**src/include/odt_regs.svh**
```systemverilog
// register map, field positions, reset values and latency figures for the odt link
`ifndef ODT_REGS_SVH
`define ODT_REGS_SVH

// ---------------------------------------------------------------
// controller register offsets (byte addresses)
// ---------------------------------------------------------------
`define REG_CTRL        8'h00
`define REG_CMD         8'h04
`define REG_STATUS      8'h08
`define REG_CFG         8'h0c

// ---------------------------------------------------------------
// field positions and reset values
// ---------------------------------------------------------------
`define CTRL_ODT_BIT    0
`define CTRL_CKE_BIT    1
`define CTRL_RESET      32'h0000_0002
`define CMD_BC4_BIT     3
`define STAT_PEND_BIT   0
`define STAT_ODT_BIT    1
`define STAT_HOLD_BIT   2
`define STAT_CKE_BIT    3
`define CFG_NOM_BIT     0
`define CFG_WR_BIT      1
`define CFG_CWL_LSB     4
`define CFG_CL_LSB      8
`define CFG_AL_LSB      12
`define CFG_RESET       32'h0000_0653

// ---------------------------------------------------------------
// latency figures, in clock cycles
// ---------------------------------------------------------------
`define ODTL_SUB        2
`define ODTH4_CYC       4
`define ODTH8_CYC       6
`define READ_PRE_ADD    1
`define READ_POST_ADD   7

// ---------------------------------------------------------------
// additive latency field codes
// ---------------------------------------------------------------
`define AL_CODE_ZERO    2'b00
`define AL_CODE_CL1     2'b01
`define AL_CODE_CL2     2'b10

`endif

```
**src/include/odt_pkg.sv**
```systemverilog
// link command type shared by both ends, plus state and termination types each used by one end
package odt_pkg;

	typedef enum logic [2:0] {
		CMD_NOP = 3'h0,
		CMD_ACT = 3'h1,
		CMD_PRE = 3'h2,
		CMD_WR  = 3'h3,
		CMD_RD  = 3'h4
	} cmd_e;

	typedef enum logic [1:0] {
		RTT_OFF = 2'h0,
		RTT_NOM = 2'h1,
		RTT_WR  = 2'h2
	} rtt_e;

	typedef enum logic [2:0] {
		TERM_OFF   = 3'h1,
		TERM_SYNC  = 3'h2,
		TERM_ASYNC = 3'h4
	} term_mode_e;

	typedef enum logic [2:0] {
		ST_IDLE  = 3'h1,
		ST_WAIT  = 3'h2,
		ST_ISSUE = 3'h4
	} issue_state_e;

endpackage : odt_pkg

```
**src/include/odt_link_if.sv**
```systemverilog
// link between the memory controller and the dram termination logic
`timescale 1ns/1ps
interface odt_link_if;
	logic             ck;
	logic             cke;
	logic             odt;
	odt_pkg::cmd_e    cmd;
	logic             bc4;

	modport ctrl (output ck, output cke, output odt, output cmd, output bc4);
	modport dram (input ck, input cke, input odt, input cmd, input bc4);
endinterface : odt_link_if

```
**src/verilog/odt_ctrl.sv**
```systemverilog
// controller end: ck divider, odt pin pacing and command issue, behind an axi4-lite slave
`timescale 1ns/1ps
`include "odt_regs.svh"
module odt_ctrl (
	// clock and reset
	input  wire logic        SYS_CLK_I,
	input  wire logic        SYS_RST_I,
	// axi4-lite write
	input  wire logic [7:0]  S_AXI_AWADDR,
	input  wire logic        S_AXI_AWVALID,
	output logic             S_AXI_AWREADY,
	input  wire logic [31:0] S_AXI_WDATA,
	input  wire logic [3:0]  S_AXI_WSTRB,
	input  wire logic        S_AXI_WVALID,
	output logic             S_AXI_WREADY,
	output logic [1:0]       S_AXI_BRESP,
	output logic             S_AXI_BVALID,
	input  wire logic        S_AXI_BREADY,
	// axi4-lite read
	input  wire logic [7:0]  S_AXI_ARADDR,
	input  wire logic        S_AXI_ARVALID,
	output logic             S_AXI_ARREADY,
	output logic [31:0]      S_AXI_RDATA,
	output logic [1:0]       S_AXI_RRESP,
	output logic             S_AXI_RVALID,
	input  wire logic        S_AXI_RREADY,
	// link to the dram
	odt_link_if.ctrl         LINK
);
	logic                  ck_q;
	logic                  tick;
	logic                  aw_have;
	logic [7:0]            aw_addr;
	logic                  w_have;
	logic [31:0]           w_data;
	logic [3:0]            w_strb;
	logic [31:0]           ctrl_reg;
	logic [31:0]           cfg_reg;
	logic [2:0]            cmd_code;
	logic                  cmd_bc4;
	odt_pkg::issue_state_e state;
	logic                  odt_q;
	logic                  next_odt;
	logic [2:0]            hold_cnt;
	logic [4:0]            low_cnt;
	logic [4:0]            post_cnt;
	logic                  nom_en;
	logic                  rd_pend;
	logic                  rd_ok;
	logic signed [5:0]     pre_raw;
	logic signed [5:0]     post_raw;
	logic [4:0]            pre_need;
	logic [4:0]            post_need;
	logic                  do_write;

	function automatic logic reg_hit(input logic [7:0] a);
		return a == `REG_CTRL || a == `REG_CMD || a == `REG_STATUS || a == `REG_CFG;
	endfunction : reg_hit

	// ---------------------------------------------------------------
	// ck divider; link outputs move on the edge where ck falls
	// ---------------------------------------------------------------
	always_ff @(posedge SYS_CLK_I) begin
		if (SYS_RST_I)
			ck_q <= 1'b0;
		else
			ck_q <= !ck_q;
	end

	assign tick = ck_q;

	// ---------------------------------------------------------------
	// axi4-lite slave
	// ---------------------------------------------------------------
	assign S_AXI_AWREADY = !aw_have && !S_AXI_BVALID;
	assign S_AXI_WREADY  = !w_have && !S_AXI_BVALID;
	assign S_AXI_ARREADY = !S_AXI_RVALID;
	assign do_write      = aw_have && w_have && !S_AXI_BVALID;

	always_ff @(posedge SYS_CLK_I) begin
		if (SYS_RST_I) begin
			aw_have <= 1'b0;
			aw_addr <= 8'h00;
		end else if (S_AXI_AWVALID && S_AXI_AWREADY) begin
			aw_have <= 1'b1;
			aw_addr <= S_AXI_AWADDR;
		end else if (do_write) begin
			aw_have <= 1'b0;
		end
	end

	always_ff @(posedge SYS_CLK_I) begin
		if (SYS_RST_I) begin
			w_have <= 1'b0;
			w_data <= 32'h0000_0000;
			w_strb <= 4'h0;
		end else if (S_AXI_WVALID && S_AXI_WREADY) begin
			w_have <= 1'b1;
			w_data <= S_AXI_WDATA;
			w_strb <= S_AXI_WSTRB;
		end else if (do_write) begin
			w_have <= 1'b0;
		end
	end

	always_ff @(posedge SYS_CLK_I) begin
		if (SYS_RST_I) begin
			S_AXI_BVALID <= 1'b0;
			S_AXI_BRESP  <= 2'h0;
		end else if (do_write) begin
			S_AXI_BVALID <= 1'b1;
			S_AXI_BRESP  <= reg_hit(aw_addr) ? 2'h0 : 2'h2;
		end else if (S_AXI_BREADY) begin
			S_AXI_BVALID <= 1'b0;
		end
	end

	always_ff @(posedge SYS_CLK_I) begin
		if (SYS_RST_I) begin
			ctrl_reg <= `CTRL_RESET;
			cfg_reg  <= `CFG_RESET;
		end else if (do_write) begin
			for (int b = 0; b < 4; b++) begin
				if (w_strb[b] && aw_addr == `REG_CTRL)
					ctrl_reg[b*8 +: 8] <= w_data[b*8 +: 8];
				if (w_strb[b] && aw_addr == `REG_CFG)
					cfg_reg[b*8 +: 8] <= w_data[b*8 +: 8];
			end
		end
	end

	always_ff @(posedge SYS_CLK_I) begin
		if (SYS_RST_I) begin
			S_AXI_RVALID <= 1'b0;
			S_AXI_RDATA  <= 32'h0000_0000;
			S_AXI_RRESP  <= 2'h0;
		end else if (S_AXI_ARVALID && S_AXI_ARREADY) begin
			S_AXI_RVALID <= 1'b1;
			S_AXI_RRESP  <= reg_hit(S_AXI_ARADDR) ? 2'h0 : 2'h2;
			unique case (S_AXI_ARADDR)
				`REG_CTRL:   S_AXI_RDATA <= ctrl_reg;
				`REG_CMD:    S_AXI_RDATA <= {28'h0, cmd_bc4, cmd_code};
				`REG_STATUS: S_AXI_RDATA <= {28'h0, LINK.cke, hold_cnt > 3'h1, odt_q,
				                             state != odt_pkg::ST_IDLE};
				`REG_CFG:    S_AXI_RDATA <= cfg_reg;
				default:     S_AXI_RDATA <= 32'h0000_0000;
			endcase
		end else if (S_AXI_RREADY) begin
			S_AXI_RVALID <= 1'b0;
		end
	end

	// ---------------------------------------------------------------
	// read quiet windows from the programmed latencies
	// ---------------------------------------------------------------
	assign nom_en    = cfg_reg[`CFG_NOM_BIT];
	assign pre_raw   = 6'(cfg_reg[`CFG_CWL_LSB +: 4]) - 6'(cfg_reg[`CFG_CL_LSB +: 4])
	                   + 6'(`READ_PRE_ADD);
	assign post_raw  = 6'(cfg_reg[`CFG_CL_LSB +: 4]) - 6'(cfg_reg[`CFG_CWL_LSB +: 4])
	                   + 6'(`READ_POST_ADD);
	assign pre_need  = (pre_raw < 6'sd1) ? 5'd1 : pre_raw[4:0];
	assign post_need = (post_raw < 6'sd1) ? 5'd1 : post_raw[4:0];
	// reads need odt low whenever any termination is enabled
	assign rd_pend   = (state == odt_pkg::ST_WAIT) && (cmd_code == odt_pkg::CMD_RD)
	                   && (nom_en || cfg_reg[`CFG_WR_BIT]); // RULE10
	assign rd_ok     = !odt_q && (low_cnt >= pre_need); // RULE10

	// ---------------------------------------------------------------
	// command issue
	// ---------------------------------------------------------------
	always_ff @(posedge SYS_CLK_I) begin
		if (SYS_RST_I) begin
			state    <= odt_pkg::ST_IDLE;
			cmd_code <= 3'h0;
			cmd_bc4  <= 1'b0;
		end else begin
			unique case (state)
				odt_pkg::ST_IDLE: begin
					if (do_write && aw_addr == `REG_CMD && w_strb[0] && w_data[2:0] != 3'h0) begin
						state    <= odt_pkg::ST_WAIT;
						cmd_code <= w_data[2:0];
						cmd_bc4  <= w_data[`CMD_BC4_BIT];
					end
				end
				odt_pkg::ST_WAIT: begin
					if (tick && (!rd_pend || rd_ok))
						state <= odt_pkg::ST_ISSUE;
				end
				odt_pkg::ST_ISSUE: begin
					if (tick)
						state <= odt_pkg::ST_IDLE;
				end
				default: begin
					state <= odt_pkg::ST_IDLE;
				end
			endcase
		end
	end

	// ---------------------------------------------------------------
	// odt pin pacing
	// ---------------------------------------------------------------
	always_comb begin
		next_odt = odt_q;
		if (odt_q) begin
			if ((!ctrl_reg[`CTRL_ODT_BIT] || rd_pend) && hold_cnt <= 3'h1)
				next_odt = 1'b0; // RULE7 RULE9
		end else if (ctrl_reg[`CTRL_ODT_BIT] && !rd_pend && post_cnt <= 5'h1
		             && (cfg_reg[`CFG_NOM_BIT] || cfg_reg[`CFG_WR_BIT])) begin
			// write-only termination may leave odt high between writes
			next_odt = 1'b1; // RULE11 RULE15
		end
	end

	always_ff @(posedge SYS_CLK_I) begin
		if (SYS_RST_I) begin
			odt_q    <= 1'b0;
			hold_cnt <= 3'h0;
			low_cnt  <= 5'h0;
			post_cnt <= 5'h0;
		end else if (tick) begin
			odt_q <= next_odt;
			if (!odt_q && next_odt)
				hold_cnt <= 3'(`ODTH4_CYC); // RULE7
			else if (state == odt_pkg::ST_WAIT && cmd_code == odt_pkg::CMD_WR && odt_q
			         && (cmd_bc4 ? 3'(`ODTH4_CYC) : 3'(`ODTH8_CYC)) > hold_cnt)
				hold_cnt <= cmd_bc4 ? 3'(`ODTH4_CYC) : 3'(`ODTH8_CYC); // RULE8 RULE9
			else if (hold_cnt != 3'h0)
				hold_cnt <= hold_cnt - 3'h1;
			if (next_odt)
				low_cnt <= 5'h0;
			else if (low_cnt != 5'h1f)
				low_cnt <= low_cnt + 5'h1;
			if (state == odt_pkg::ST_WAIT && cmd_code == odt_pkg::CMD_RD && (!rd_pend || rd_ok))
				post_cnt <= post_need; // RULE11
			else if (post_cnt != 5'h0)
				post_cnt <= post_cnt - 5'h1;
		end
	end

	// ---------------------------------------------------------------
	// link drive
	// ---------------------------------------------------------------
	always_ff @(posedge SYS_CLK_I) begin
		if (SYS_RST_I) begin
			LINK.cke <= 1'b0;
			LINK.cmd <= odt_pkg::CMD_NOP;
			LINK.bc4 <= 1'b0;
		end else if (tick) begin
			LINK.cke <= ctrl_reg[`CTRL_CKE_BIT];
			LINK.bc4 <= cmd_bc4;
			if (state == odt_pkg::ST_WAIT && (!rd_pend || rd_ok))
				LINK.cmd <= odt_pkg::cmd_e'(cmd_code);
			else
				LINK.cmd <= odt_pkg::CMD_NOP;
		end
	end

	assign LINK.ck  = ck_q;
	assign LINK.odt = odt_q;
endmodule : odt_ctrl

```
**src/flat_wrapper.sv**
```systemverilog
// flat-port wrapper written by rule: the top's interface ports become plain ports
module odt_ctrl_flat 
  (SYS_CLK_I, SYS_RST_I, S_AXI_AWADDR, S_AXI_AWVALID, S_AXI_AWREADY, S_AXI_WDATA, S_AXI_WSTRB, S_AXI_WVALID, S_AXI_WREADY, S_AXI_BRESP, S_AXI_BVALID, S_AXI_BREADY, S_AXI_ARADDR, S_AXI_ARVALID, S_AXI_ARREADY, S_AXI_RDATA, S_AXI_RRESP, S_AXI_RVALID, S_AXI_RREADY, LINK_ck, LINK_cke, LINK_odt, LINK_cmd, LINK_bc4);
  odt_link_if LINK_i ();
  input  wire logic SYS_CLK_I;
  input  wire logic SYS_RST_I;
  input  wire logic [7:0] S_AXI_AWADDR;
  input  wire logic S_AXI_AWVALID;
  output logic S_AXI_AWREADY;
  input  wire logic [31:0] S_AXI_WDATA;
  input  wire logic [3:0] S_AXI_WSTRB;
  input  wire logic S_AXI_WVALID;
  output logic S_AXI_WREADY;
  output logic [1:0] S_AXI_BRESP;
  output logic S_AXI_BVALID;
  input  wire logic S_AXI_BREADY;
  input  wire logic [7:0] S_AXI_ARADDR;
  input  wire logic S_AXI_ARVALID;
  output logic S_AXI_ARREADY;
  output logic [31:0] S_AXI_RDATA;
  output logic [1:0] S_AXI_RRESP;
  output logic S_AXI_RVALID;
  input  wire logic S_AXI_RREADY;
  output wire logic [$bits(LINK_i.ck)-1:0] LINK_ck;
  output wire logic [$bits(LINK_i.cke)-1:0] LINK_cke;
  output wire logic [$bits(LINK_i.odt)-1:0] LINK_odt;
  output wire logic [$bits(LINK_i.cmd)-1:0] LINK_cmd;
  output wire logic [$bits(LINK_i.bc4)-1:0] LINK_bc4;
  assign LINK_ck = LINK_i.ck;
  assign LINK_cke = LINK_i.cke;
  assign LINK_odt = LINK_i.odt;
  assign LINK_cmd = LINK_i.cmd;
  assign LINK_bc4 = LINK_i.bc4;
  odt_ctrl u_core (.SYS_CLK_I(SYS_CLK_I), .SYS_RST_I(SYS_RST_I), .S_AXI_AWADDR(S_AXI_AWADDR), .S_AXI_AWVALID(S_AXI_AWVALID), .S_AXI_AWREADY(S_AXI_AWREADY), .S_AXI_WDATA(S_AXI_WDATA), .S_AXI_WSTRB(S_AXI_WSTRB), .S_AXI_WVALID(S_AXI_WVALID), .S_AXI_WREADY(S_AXI_WREADY), .S_AXI_BRESP(S_AXI_BRESP), .S_AXI_BVALID(S_AXI_BVALID), .S_AXI_BREADY(S_AXI_BREADY), .S_AXI_ARADDR(S_AXI_ARADDR), .S_AXI_ARVALID(S_AXI_ARVALID), .S_AXI_ARREADY(S_AXI_ARREADY), .S_AXI_RDATA(S_AXI_RDATA), .S_AXI_RRESP(S_AXI_RRESP), .S_AXI_RVALID(S_AXI_RVALID), .S_AXI_RREADY(S_AXI_RREADY), .LINK(LINK_i));
endmodule
```
**config.mk**
```make
export PLATFORM = sky130hd
export DESIGN_NAME = odt_ctrl_flat
export DESIGN_NICKNAME = d
export VERILOG_FILES = /design/src/include/odt_pkg.sv /design/src/include/odt_link_if.sv /design/src/verilog/odt_ctrl.sv /design/src/flat_wrapper.sv
export VERILOG_INCLUDE_DIRS = /design/src /design/src/include
export SDC_FILE = /design/constraint.sdc
export NUM_CORES = 1
export LEC_CHECK = 0
export BUFFER_PORTS_ARGS = -buffer_cell sky130_fd_sc_hd__buf_2
export CAP_MARGIN = 20
export CORE_MARGIN = 3
export CORE_UTILIZATION = 55
export CTS_CLUSTER_SIZE = 8
export DETAILED_ROUTE_END_ITERATION = 8
export GPL_TIMING_DRIVEN = 0
export PLACE_DENSITY = 0.75
export SYNTH_ARGS = -nofsm -noshare
export SYNTH_HDL_FRONTEND = slang
export SYNTH_SLANG_ARGS = --single-unit
export TNS_END_PERCENT = 100
```
**constraint.sdc**
```tcl
create_clock -name SYS_CLK_I -period 4 [get_ports SYS_CLK_I]
set_input_delay 0.4 -clock SYS_CLK_I [delete_from_list [all_inputs] [get_ports SYS_CLK_I]]
set_output_delay 0.4 -clock SYS_CLK_I [all_outputs]
set_load 0.01 [all_outputs]
```
==> results of run 1 <==
[final cells by class]
class / count / share of cell area
Inverter: 27 / 0.01119
Multi-Input combinational cell: 678 / 0.4310
Timing Repair Buffer: 103 / 0.05719
Tap cell: 176 / 0.02431
Buffer: 60 / 0.03067
Clock inverter: 12 / 0.01368
Sequential cell: 173 / 0.3826
Clock buffer: 20 / 0.04932
[cells in the mapped netlist, types with 4 or more instances]
cell and count:
a22oi_1 31, nand2b_1 5, nor3_1 10, mux2i_1 9
a31oi_1 4, ha_1 26, nand3_1 73, buf_2 13
nor2b_1 11, nand3b_1 5, o21a_1 4, nand4_1 4
dfxtp_1 173, clkbuf_1 39, nand2_1 183, a22o_1 31
nor2_1 63, inv_1 27, o21ai_0 17, and3_1 5
a21oi_1 124, xnor2_1 4, and2_1 5, nand3_2 5
[layer usage]
metal  share of wire  global-route usage  vias up
met1            0.45              0.3586     3307
met5               0                   0        -
met3           0.067             0.04974       33
met4           0.020             0.07801        0
li1                -                   -     3534
met2            0.47              0.4358      252
[per-stage QoR]
stage	setup WS, ns	hold slack [ns]
floorplan	0.4618	0.4332
global placement	0.09731	0.4405
detailed placement	0.03160	0.4460
CTS	0.05167	0.1516
global route	0.02528	0.1756
finish	0.1889	0.1537
[cell usage in the layout, fill, tap and decap left out, drive strengths merged, types with 5 or more instances in the layout]
master    n
nor2     63
a22oi    31
and3      6
a21oi   124
nand2   183
inv      33
nand3    78
o21ai    18
mux2i     9
dfxtp   173
ha       26
nor2b    11
a22o     31
and2      5
nand3b    5
nor3     13
nand2b    5
clkbuf   60
buf     123
[kinds of logic after synthesis]
| family | synth area share |
|---|---|
| adders and majority gates | 0.04723 |
| xor gates and xnor gates | 0.007926 |
| muxes | 0.02038 |
| buffers and inverters | 0.04869 |
| other | 0.0004848 |
| DFF | 0.4478 |
| AOI/OAI and AO/OA | 0.1915 |
| and+or+nand+nor | 0.2360 |
[power by group]
group          leakage, µW  total, µW  internal [µW]  switching [µW]
clock network     0.000278       1600            890             715
registers          0.00140       1840           1780            56.0
logic              0.00194        426            167             259
total              0.00362       3870           2840            1030
[path summary, 6_finish.rpt]
path / endpoint / cells past startpoint / slack (ns) / from
worst min-delay path: u_core.S_AXI_RVALID$_SDFFE_PP0P_ / 2 / 0.15 / S_AXI_RREADY
worst max register to register: u_core.post_cnt[1]$_SDFFE_PP0P_ / 16 / 0.19 / u_core.cfg_reg[4]$_SDFFE_PP1P_
worst min register to register: u_core.ctrl_reg[16]$_SDFFE_PP0P_ / 2 / 0.45 / u_core.ctrl_reg[16]$_SDFFE_PP0P_
worst max-delay path: u_core.post_cnt[1]$_SDFFE_PP0P_ / 16 / 0.19 / u_core.cfg_reg[4]$_SDFFE_PP1P_
[worst max-delay path: stages (launching register included)]
cell and delay, ns:
dfxtp_1 0.38, inv_1 0.06, ha_1 0.21, inv_1 0.08, fa_2 0.48, ha_2 0.24, nor3_1 0.19, a21oi_1 0.05
or3_1 0.34, ha_1 0.31, a21oi_1 0.08, o21ai_1 0.14, a41o_1 0.17, and2_1 0.14, clkbuf_4 0.17, or4b_1 0.43
a311oi_1 0.26
[what timing repair did]
item                                    in CTS  in global routing
setup buffers                                1                  0
gates resized for setup                      0                  7
cloned                                       0                  0
endpoints found under the setup margin       1                  4
==> impl_results.md, run 1 <==
- Share of cells above drive strength 1: 0.1659
- Worst-Skew Late Latency: 0.43 ns
- Sequential Area: 3466 µm²
- Htree depth: 4
- Crit path max fanout: 8
- DP Cell Count: 1216
- First-pass DRT Iterations: 5
- Die X: 124.6 µm
- First-pass GRT wire length: 33.75 mm
- Post-synthesis cell area: 7735 µm²
- CTS tree: done
- Top cell type's share of synthesized area: 0.4478
- Async set-reset flop share out of synthesis: 0
- ANT cells: 0
- Area leader, netlist: dfxtp_1
- NumNets Final: 1147
- Clk sinks: 173
- Library cells used by synthesis: 64
- Top FF cell, synth: dfxtp_1
- Bufs on Longest Clock Path: 2
- Avg WL per Cell: 16.60 µm
- DRT iter0 DRCs: 534
- Post-synthesis cell count: 937
- GRT Total Usage: 0.2659
- Pins Over Slew Limit: 0
- Synth area leaders: dfxtp_1, nand2_1, a21oi_1, nand3_1, ha_1
- PwrDens: 426.9 nW/µm²
- PortBufs: 102
- # setup viols final: 0
- Synth warn: 0
- Area Overhead vs Synth: 17.10%
- Slew @ Worst Pin: 0.8092 ns
- Syn_area_per_cell: 8.255 µm²
- Placer's final routability congestion estimate: 0.8446
- Largest net degree at the start of global routing: 17
- Setup TNS: 0 ns
- Area of the multi-input gates: 3904 µm²
- Design area: 9057 µm²
- Via count: 7126
- Data arrival time of the worst path: 4.14 ns
- Crit path required time: 4.33 ns
- Minimum clock period: 3.811 ns
- Drt total wl: 20.74 mm
- Fillers: 1227
- Maximum clock rate: 262.4 MHz
- Cell leakage power: 0.003620 µW
- Critical path endpoint category: register
- Number of I/O pins: 107
- HPWL Detailed: 14.81 mm
- Cell Rows: 42
- RSZ-0062 raised after global routing: false
- Fin. Hold Viols: 0
- CP Class: reg -> reg
- # hold bufs at CTS: 0
- Total CTS buffers: 17
- Clock-pin slew on the worst setup and hold paths: 0.06 ns
- Gr ovfl total: 0
- Post-route ant nets: 0
- Max_slew headroom: 0.4605
- Total power: 3866 µW
- Sequential element share of the synthesized area: 0.4478
- DR vias/cell: 5.705
- Dpl cell area: 8469 µm²
- Yosys reg bits: 173
- Initial antenna violation count: 0
- Non-Filler Instances: 1249
- Post-layout util: 0.6707
- Setup Skew: 0.009609 ns
- Tcrit/Tclk final: 0.9528
- Number of global-route vias before repair: 6751
- DRC: 0
- Initial Utilization: 0.5727
- Root buffer cell: clkbuf_16
- HP Class: in -> reg
- Core area: 13510 µm²
- Die area: 15520 µm²
- # Max-Cap Violations: 0
- Largest vdd supply drop: 0.2946 mV
- Post-synth EDFFs: 0
- CP startpoint kind: register
- Status: completed
- Die Ht: 124.6 µm
(Power assumes the default switching activity.)
==> run 2: changes to the inputs <==
--- a/config.mk
+++ b/config.mk
@@ -6,14 +6,15 @@
 export SDC_FILE = /design/constraint.sdc
 export NUM_CORES = 1
 export LEC_CHECK = 0
-export BUFFER_PORTS_ARGS = -buffer_cell sky130_fd_sc_hd__buf_2
 export CAP_MARGIN = 20
 export CORE_MARGIN = 3
 export CORE_UTILIZATION = 55
 export CTS_CLUSTER_SIZE = 8
 export DETAILED_ROUTE_END_ITERATION = 8
+export DONT_BUFFER_PORTS = 1
 export GPL_TIMING_DRIVEN = 0
-export PLACE_DENSITY = 0.75
+export PLACE_DENSITY = 0.68
+export REMOVE_ABC_BUFFERS = 1
 export SYNTH_ARGS = -nofsm -noshare
 export SYNTH_HDL_FRONTEND = slang
 export SYNTH_SLANG_ARGS = --single-unit
==> impl_results.md, run 2 (synthesis results as in run 1) <==
- Total CTS buffers: 17
- End of the worst hold path: u_core.w_data[25]$_SDFFE_PP0P_
- CP startpoint kind: register
- DRC: 0
- Minimum clock period: 3.809 ns
- Cell Rows: 42
- HP Start: SYS_RST_I
- Initial antenna violation count: 0
- First-pass GRT wire length: 30.30 mm
- # setup viols final: 0
- Share of cells above drive strength 1: 0.07298
- Worst setup margin: 0.1911 ns
- Number of I/O pins: 107
- R2R Setup Slk: 0.19 ns
- Htree depth: 4
- Clock-pin slew on the worst setup and hold paths: 0.07 ns
- Gr ovfl total: 0
- Die Ht: 124.6 µm
- # Max-Cap Violations: 0
- Post-layout util: 0.6237
- ANT cells: 0
- DRT iter0 DRCs: 712
- NumNets Final: 993
- Maximum clock rate: 262.5 MHz
- # hold bufs at CTS: 0
- Max_slew headroom: 0.3836
- Post-route ant nets: 0
- PwrDens: 442.5 nW/µm²
- RSZ-0062 raised after global routing: false
- Crit path max fanout: 8
- Core area: 13510 µm²
- WHS Path Cells: 1
- Worst r2r src: u_core.cfg_reg[4]$_SDFFE_PP1P_
- Via count: 6570
- Design area: 8423 µm²
- Avg WL per Cell: 16.75 µm
- PortBufs: 0
- CTS tree: done
- Bufs on Longest Clock Path: 2
- First-pass DRT Iterations: 6
- Data arrival time of the worst path: 4.16 ns
- Crit path required time: 4.35 ns
- Worst-Skew Late Latency: 0.44 ns
- Area Overhead vs Synth: 8.897%
- Most frequent cells in the layout: nand2_1, dfxtp_1, a21oi_1, nand3_1, nor2_1
- HPWL Detailed: 12.26 mm
- Setup Skew: 0.01107 ns
- DR vias/cell: 6.005
- GRT Total Usage: 0.2353
- CP Class: reg -> reg
- R2R depth: 15
- Largest net degree at the start of global routing: 163
- Most common cell after layout, fill and taps aside: nand2_1
- Die area: 15520 µm²
- Clk sinks: 173
- Fin. Hold Viols: 0
- Slew @ Worst Pin: 0.9217 ns
- HP Class: in -> reg
- Largest vdd supply drop: 0.3151 mV
- Tcrit/Tclk final: 0.9522
- Critical path endpoint category: register
- Cell leakage power: 0.003070 µW
- Placer's final routability congestion estimate: 0.8073
- Pins Over Slew Limit: 0
- Drt total wl: 18.33 mm
- Initial Utilization: 0.5727
- Die X: 124.6 µm
- Worst slack, placed: -0.02927 ns
- Number of global-route vias before repair: 6245
- Root buffer cell: clkbuf_16
- Reg2reg end: u_core.post_cnt[1]$_SDFFE_PP0P_
- Status: completed
- Dpl cell area: 7861 µm²
run 2: worst max-delay path: stages (launching register included):
cell and delay, ns:
dfxtp_1 0.41, inv_1 0.06, ha_1 0.22, inv_1 0.07, fa_1 0.47, ha_2 0.24, nor3_1 0.19, a21oi_1 0.05
or3_1 0.31, ha_1 0.30, a21oi_1 0.06, o21ai_0 0.14, a41o_1 0.25, and2_4 0.23, or4b_1 0.46, a311oi_1 0.26
run 2: cell type report:
class / instances / area, µm²
flip-flops and latches: 173 / 3465
multi-input cells: 678 / 3914
repair buffers: 9 / 182.7
well taps: 176 / 220.2
clock buffers: 19 / 452.9
fillers: 1138 / 5082
inverters: 27 / 101.3
clock inverters: 12 / 87.58
run 2: how the worst max path moves through the flow:
stage / start / cells after the start / endpoint / slack [ns]
4_1_cts: u_core.cfg_reg[5]$_SDFFE_PP0P_ / 15 / u_core.post_cnt[1]$_SDFFE_PP0P_ / 0.02
2_1_floorplan: u_core.cfg_reg[4]$_SDFFE_PP1P_ / 15 / u_core.post_cnt[1]$_SDFFE_PP0P_ / 0.48
3_3_place_gp: u_core.cfg_reg[5]$_SDFFE_PP0P_ / 15 / u_core.post_cnt[1]$_SDFFE_PP0P_ / 0.13
3_5_place_dp: u_core.cfg_reg[5]$_SDFFE_PP0P_ / 15 / u_core.post_cnt[1]$_SDFFE_PP0P_ / -0.03
6_report: u_core.cfg_reg[4]$_SDFFE_PP1P_ / 15 / u_core.post_cnt[1]$_SDFFE_PP0P_ / 0.19
5_1_grt: u_core.cfg_reg[4]$_SDFFE_PP1P_ / 15 / u_core.post_cnt[1]$_SDFFE_PP0P_ / 0.003
run 2: per-stage QoR:
step           TNS (ns)  cells  hold slack [ns]  total power, µW
5_1_grt               0   1094         0.007207             3872
3_5_place_dp   -0.02927   1061           0.4412             2217
6_report              0   1094          0.03064             3728
2_1_floorplan         0    878           0.4271             2116
4_1_cts               0   1092          0.02006             3734
3_3_place_gp          0   1054           0.4356             2181
run 2: timing repair:
action                                  in CTS  in global routing
pin swaps                                    0                  0
setup buffers                                0                  2
cloned                                       0                  0
endpoints found under the setup margin       1                  5
resized for setup                            1                  5
run 2: power by group:
group	internal, µW	switching (µW)
Combinational	146	186
Sequential	1780	77.0
Clock	828	710
Total	2750	973
run 2: metal layers:
layer / track usage / vias to the layer above / wire length, µm
met1: 0.3007 / 3161 / 8218
met3: 0.06132 / 26 / 1037
met5: 0 / - / 0
met2: 0.3874 / 173 / 8779
met4: 0.07930 / 0 / 293
li1: - / 3210 / -
==> run 3: changes to the inputs <==
--- a/config.mk
+++ b/config.mk
@@ -8,12 +8,12 @@
 export LEC_CHECK = 0
 export CAP_MARGIN = 20
 export CORE_MARGIN = 3
-export CORE_UTILIZATION = 55
+export CORE_UTILIZATION = 39
 export CTS_CLUSTER_SIZE = 8
 export DETAILED_ROUTE_END_ITERATION = 8
 export DONT_BUFFER_PORTS = 1
 export GPL_TIMING_DRIVEN = 0
-export PLACE_DENSITY = 0.68
+export PLACE_DENSITY = 0.51
 export REMOVE_ABC_BUFFERS = 1
 export SYNTH_ARGS = -nofsm -noshare
 export SYNTH_HDL_FRONTEND = slang
==> impl_results.md, run 3 (synthesis results as in run 1) <==
- Htree depth: 4
- PortBufs: 0
- Initial Utilization: 0.4054
- Most frequent cells in the layout: nand2_1, dfxtp_1, a21oi_1, nand3_1, nor2_1
- First-pass DRT Iterations: 5
- Total power: 3855 µW
- Worst-Skew Late Latency: 0.42 ns
- Max_slew headroom: 0.3026
- # Max-Cap Violations: 0
- Status: completed
- Bufs on Longest Clock Path: 2
- CP Class: reg -> reg
- First-pass GRT wire length: 32.26 mm
- DRT iter0 DRCs: 449
- Maximum clock rate: 264.8 MHz
- Tcrit/Tclk final: 0.9442
- Setup TNS: 0 ns
- Flop pwr share: 0.482
- NumNets Final: 993
- Root buffer cell: clkbuf_16
- CP startpoint kind: register
- Switching Power: 966.7 µW
- Data arrival time of the worst path: 4.11 ns
- P_int: 2889 µW
- Fillers: 1895
- Crit path cell chain: inv_1 -> ha_1 -> inv_1 -> fa_2 -> nand2_1 -> nor2_4 -> a31oi_1 -> a41oi_1 -> nand3_1 -> ha_1 -> nor2b_1 -> o21ai_0 -> a41o_1 -> and2_4 -> or4b_1 -> a311oi_2
- Clock power share: 0.432
- HP Class: in -> reg
- Crit path required time: 4.33 ns
- CP max stage cell: fa_2
- Critical path endpoint category: register
- Minimum clock period: 3.777 ns
- # setup viols final: 0
- # hold bufs at CTS: 0
- Initial antenna violation count: 0
- Die area: 21560 µm²
- Share of cells above drive strength 1: 0.07835
- GRT Total Usage: 0.1825
- Die X: 146.8 µm
- Drt total wl: 19.70 mm
- Pins Over Slew Limit: 0
- ANT cells: 0
- HPWL Detailed: 13.37 mm
- Core area: 19080 µm²
- Via count: 6486
- Logic pwr share: 0.087
- Placer's final routability congestion estimate: 0.8337
- Setup Skew: 0.009424 ns
- Crit path buffers/inverters: 2
- Cell Rows: 50
- Crit path max fanout: 6
- Post-route ant nets: 0
- Slew @ Worst Pin: 1.043 ns
- Cell leakage power: 0.003109 µW
- Avg WL per Cell: 16.71 µm
- Gr ovfl total: 0
- Area Overhead vs Synth: 11.23%
- Most common cell after layout, fill and taps aside: nand2_1
- RSZ-0062 raised after global routing: false
- Number of I/O pins: 107
- Crit-path max cell delay: 0.56 ns
- DRC: 0
- Non-Filler Instances: 1179
- Largest vdd supply drop: 0.2858 mV
- Clk sinks: 173
- CTS tree: done
- Family with the most delay on the worst path: simple AND/OR/NAND/NOR gates
- DR vias/cell: 5.501
- Number of global-route vias before repair: 6318
- Die Ht: 146.8 µm
- Post-layout util: 0.4509
- PwrDens: 448.1 nW/µm²
- DP Cell Count: 1144
- Total CTS buffers: 17
- Sw Ratio: 0.2507
- Clock-pin slew on the worst setup and hold paths: 0.07 ns
- Largest net degree at the start of global routing: 163
- Fin. Hold Viols: 0
-- run 3: cell types whose count changed in the layout (fill, tap and decap cells not counted), sizes merged --
cell,previous run,this run
bufinv,0,2
clkbuf,19,21
clkinvlp,4,2
clkinv,4,3
-- run 3: worst register-to-register path, cell delays in order, from the launching register on --
cell	delay (ns)
dfxtp_2	0.35
inv_1	0.06
ha_1	0.18
inv_1	0.07
fa_2	0.56
nand2_1	0.13
nor2_4	0.14
a31oi_1	0.11
a41oi_1	0.23
nand3_1	0.12
ha_1	0.29
nor2b_1	0.04
o21ai_0	0.17
a41o_1	0.29
and2_4	0.22
or4b_1	0.47
a311oi_2	0.27
-- run 3: what timing repair did --
item | CTS | global route
endpoints found under the hold margin | 0 | 0
setup buffers | 0 | 3
resized for setup | 2 | 11
setup endpoints to repair | 1 | 6
pin swaps | 0 | 2
-- run 3: area by class of cell --
cell class / instances / area [µm²] / share of cell area
clock buffer: 21 / 460.4 / 0.05352
clock inverter: 11 / 131.4 / 0.01527
inverter: 27 / 101.3 / 0.01178
multi-input combinational: 678 / 3943 / 0.4583
sequential: 173 / 3467 / 0.4030
tap: 260 / 325.3 / 0.03781
timing repair buffer: 9 / 175.2 / 0.02036
-- run 3: power by group through the flow --
| stage | sequential, µW | combinational (µW) | clock [µW] |
|---|---|---|---|
| CTS | 1860 | 326 | 1700 |
| global route | 1870 | 386 | 1770 |
| finish | 1860 | 334 | 1660 |
| floorplan | 1870 | 243 | 0 |
| global placement | 1890 | 297 | 0 |
| detailed placement | 1900 | 325 | 0 |
-- run 3: per-stage QoR --
stage | worst slack, ns | hold slack (ns) | instance area, µm²
detailed placement | -0.04209 | 0.4416 | 7956
finish | 0.2231 | 0.05420 | 8603
global route | 0.01229 | 0.02690 | 8603
global placement | 0.04123 | 0.4360 | 7789
CTS | 0.08245 | 0.03752 | 8549
floorplan | 0.4806 | 0.4271 | 7463
-- run 3: path summary, 6_finish.rpt --
path,start,to,slack (ns),depth (start not counted)
max,u_core.cfg_reg[4]$_SDFFE_PP1P_,u_core.post_cnt[1]$_SDFFE_PP0P_,0.22,16
min,SYS_RST_I,u_core.cfg_reg[19]$_SDFFE_PP0P_,0.05,1
max reg2reg,u_core.cfg_reg[4]$_SDFFE_PP1P_,u_core.post_cnt[1]$_SDFFE_PP0P_,0.22,16
min reg2reg,u_core.cfg_reg[20]$_SDFFE_PP0P_,u_core.cfg_reg[20]$_SDFFE_PP0P_,0.45,2
-- run 3: per-layer routing --
metal / GRT usage / vias up / routed length, µm
met5: 0 / - / 0
met4: 0.04327 / 0 / 211
met3: 0.04503 / 18 / 1167
met2: 0.3139 / 178 / 9702
met1: 0.2310 / 3090 / 8619
li1: - / 3200 / -
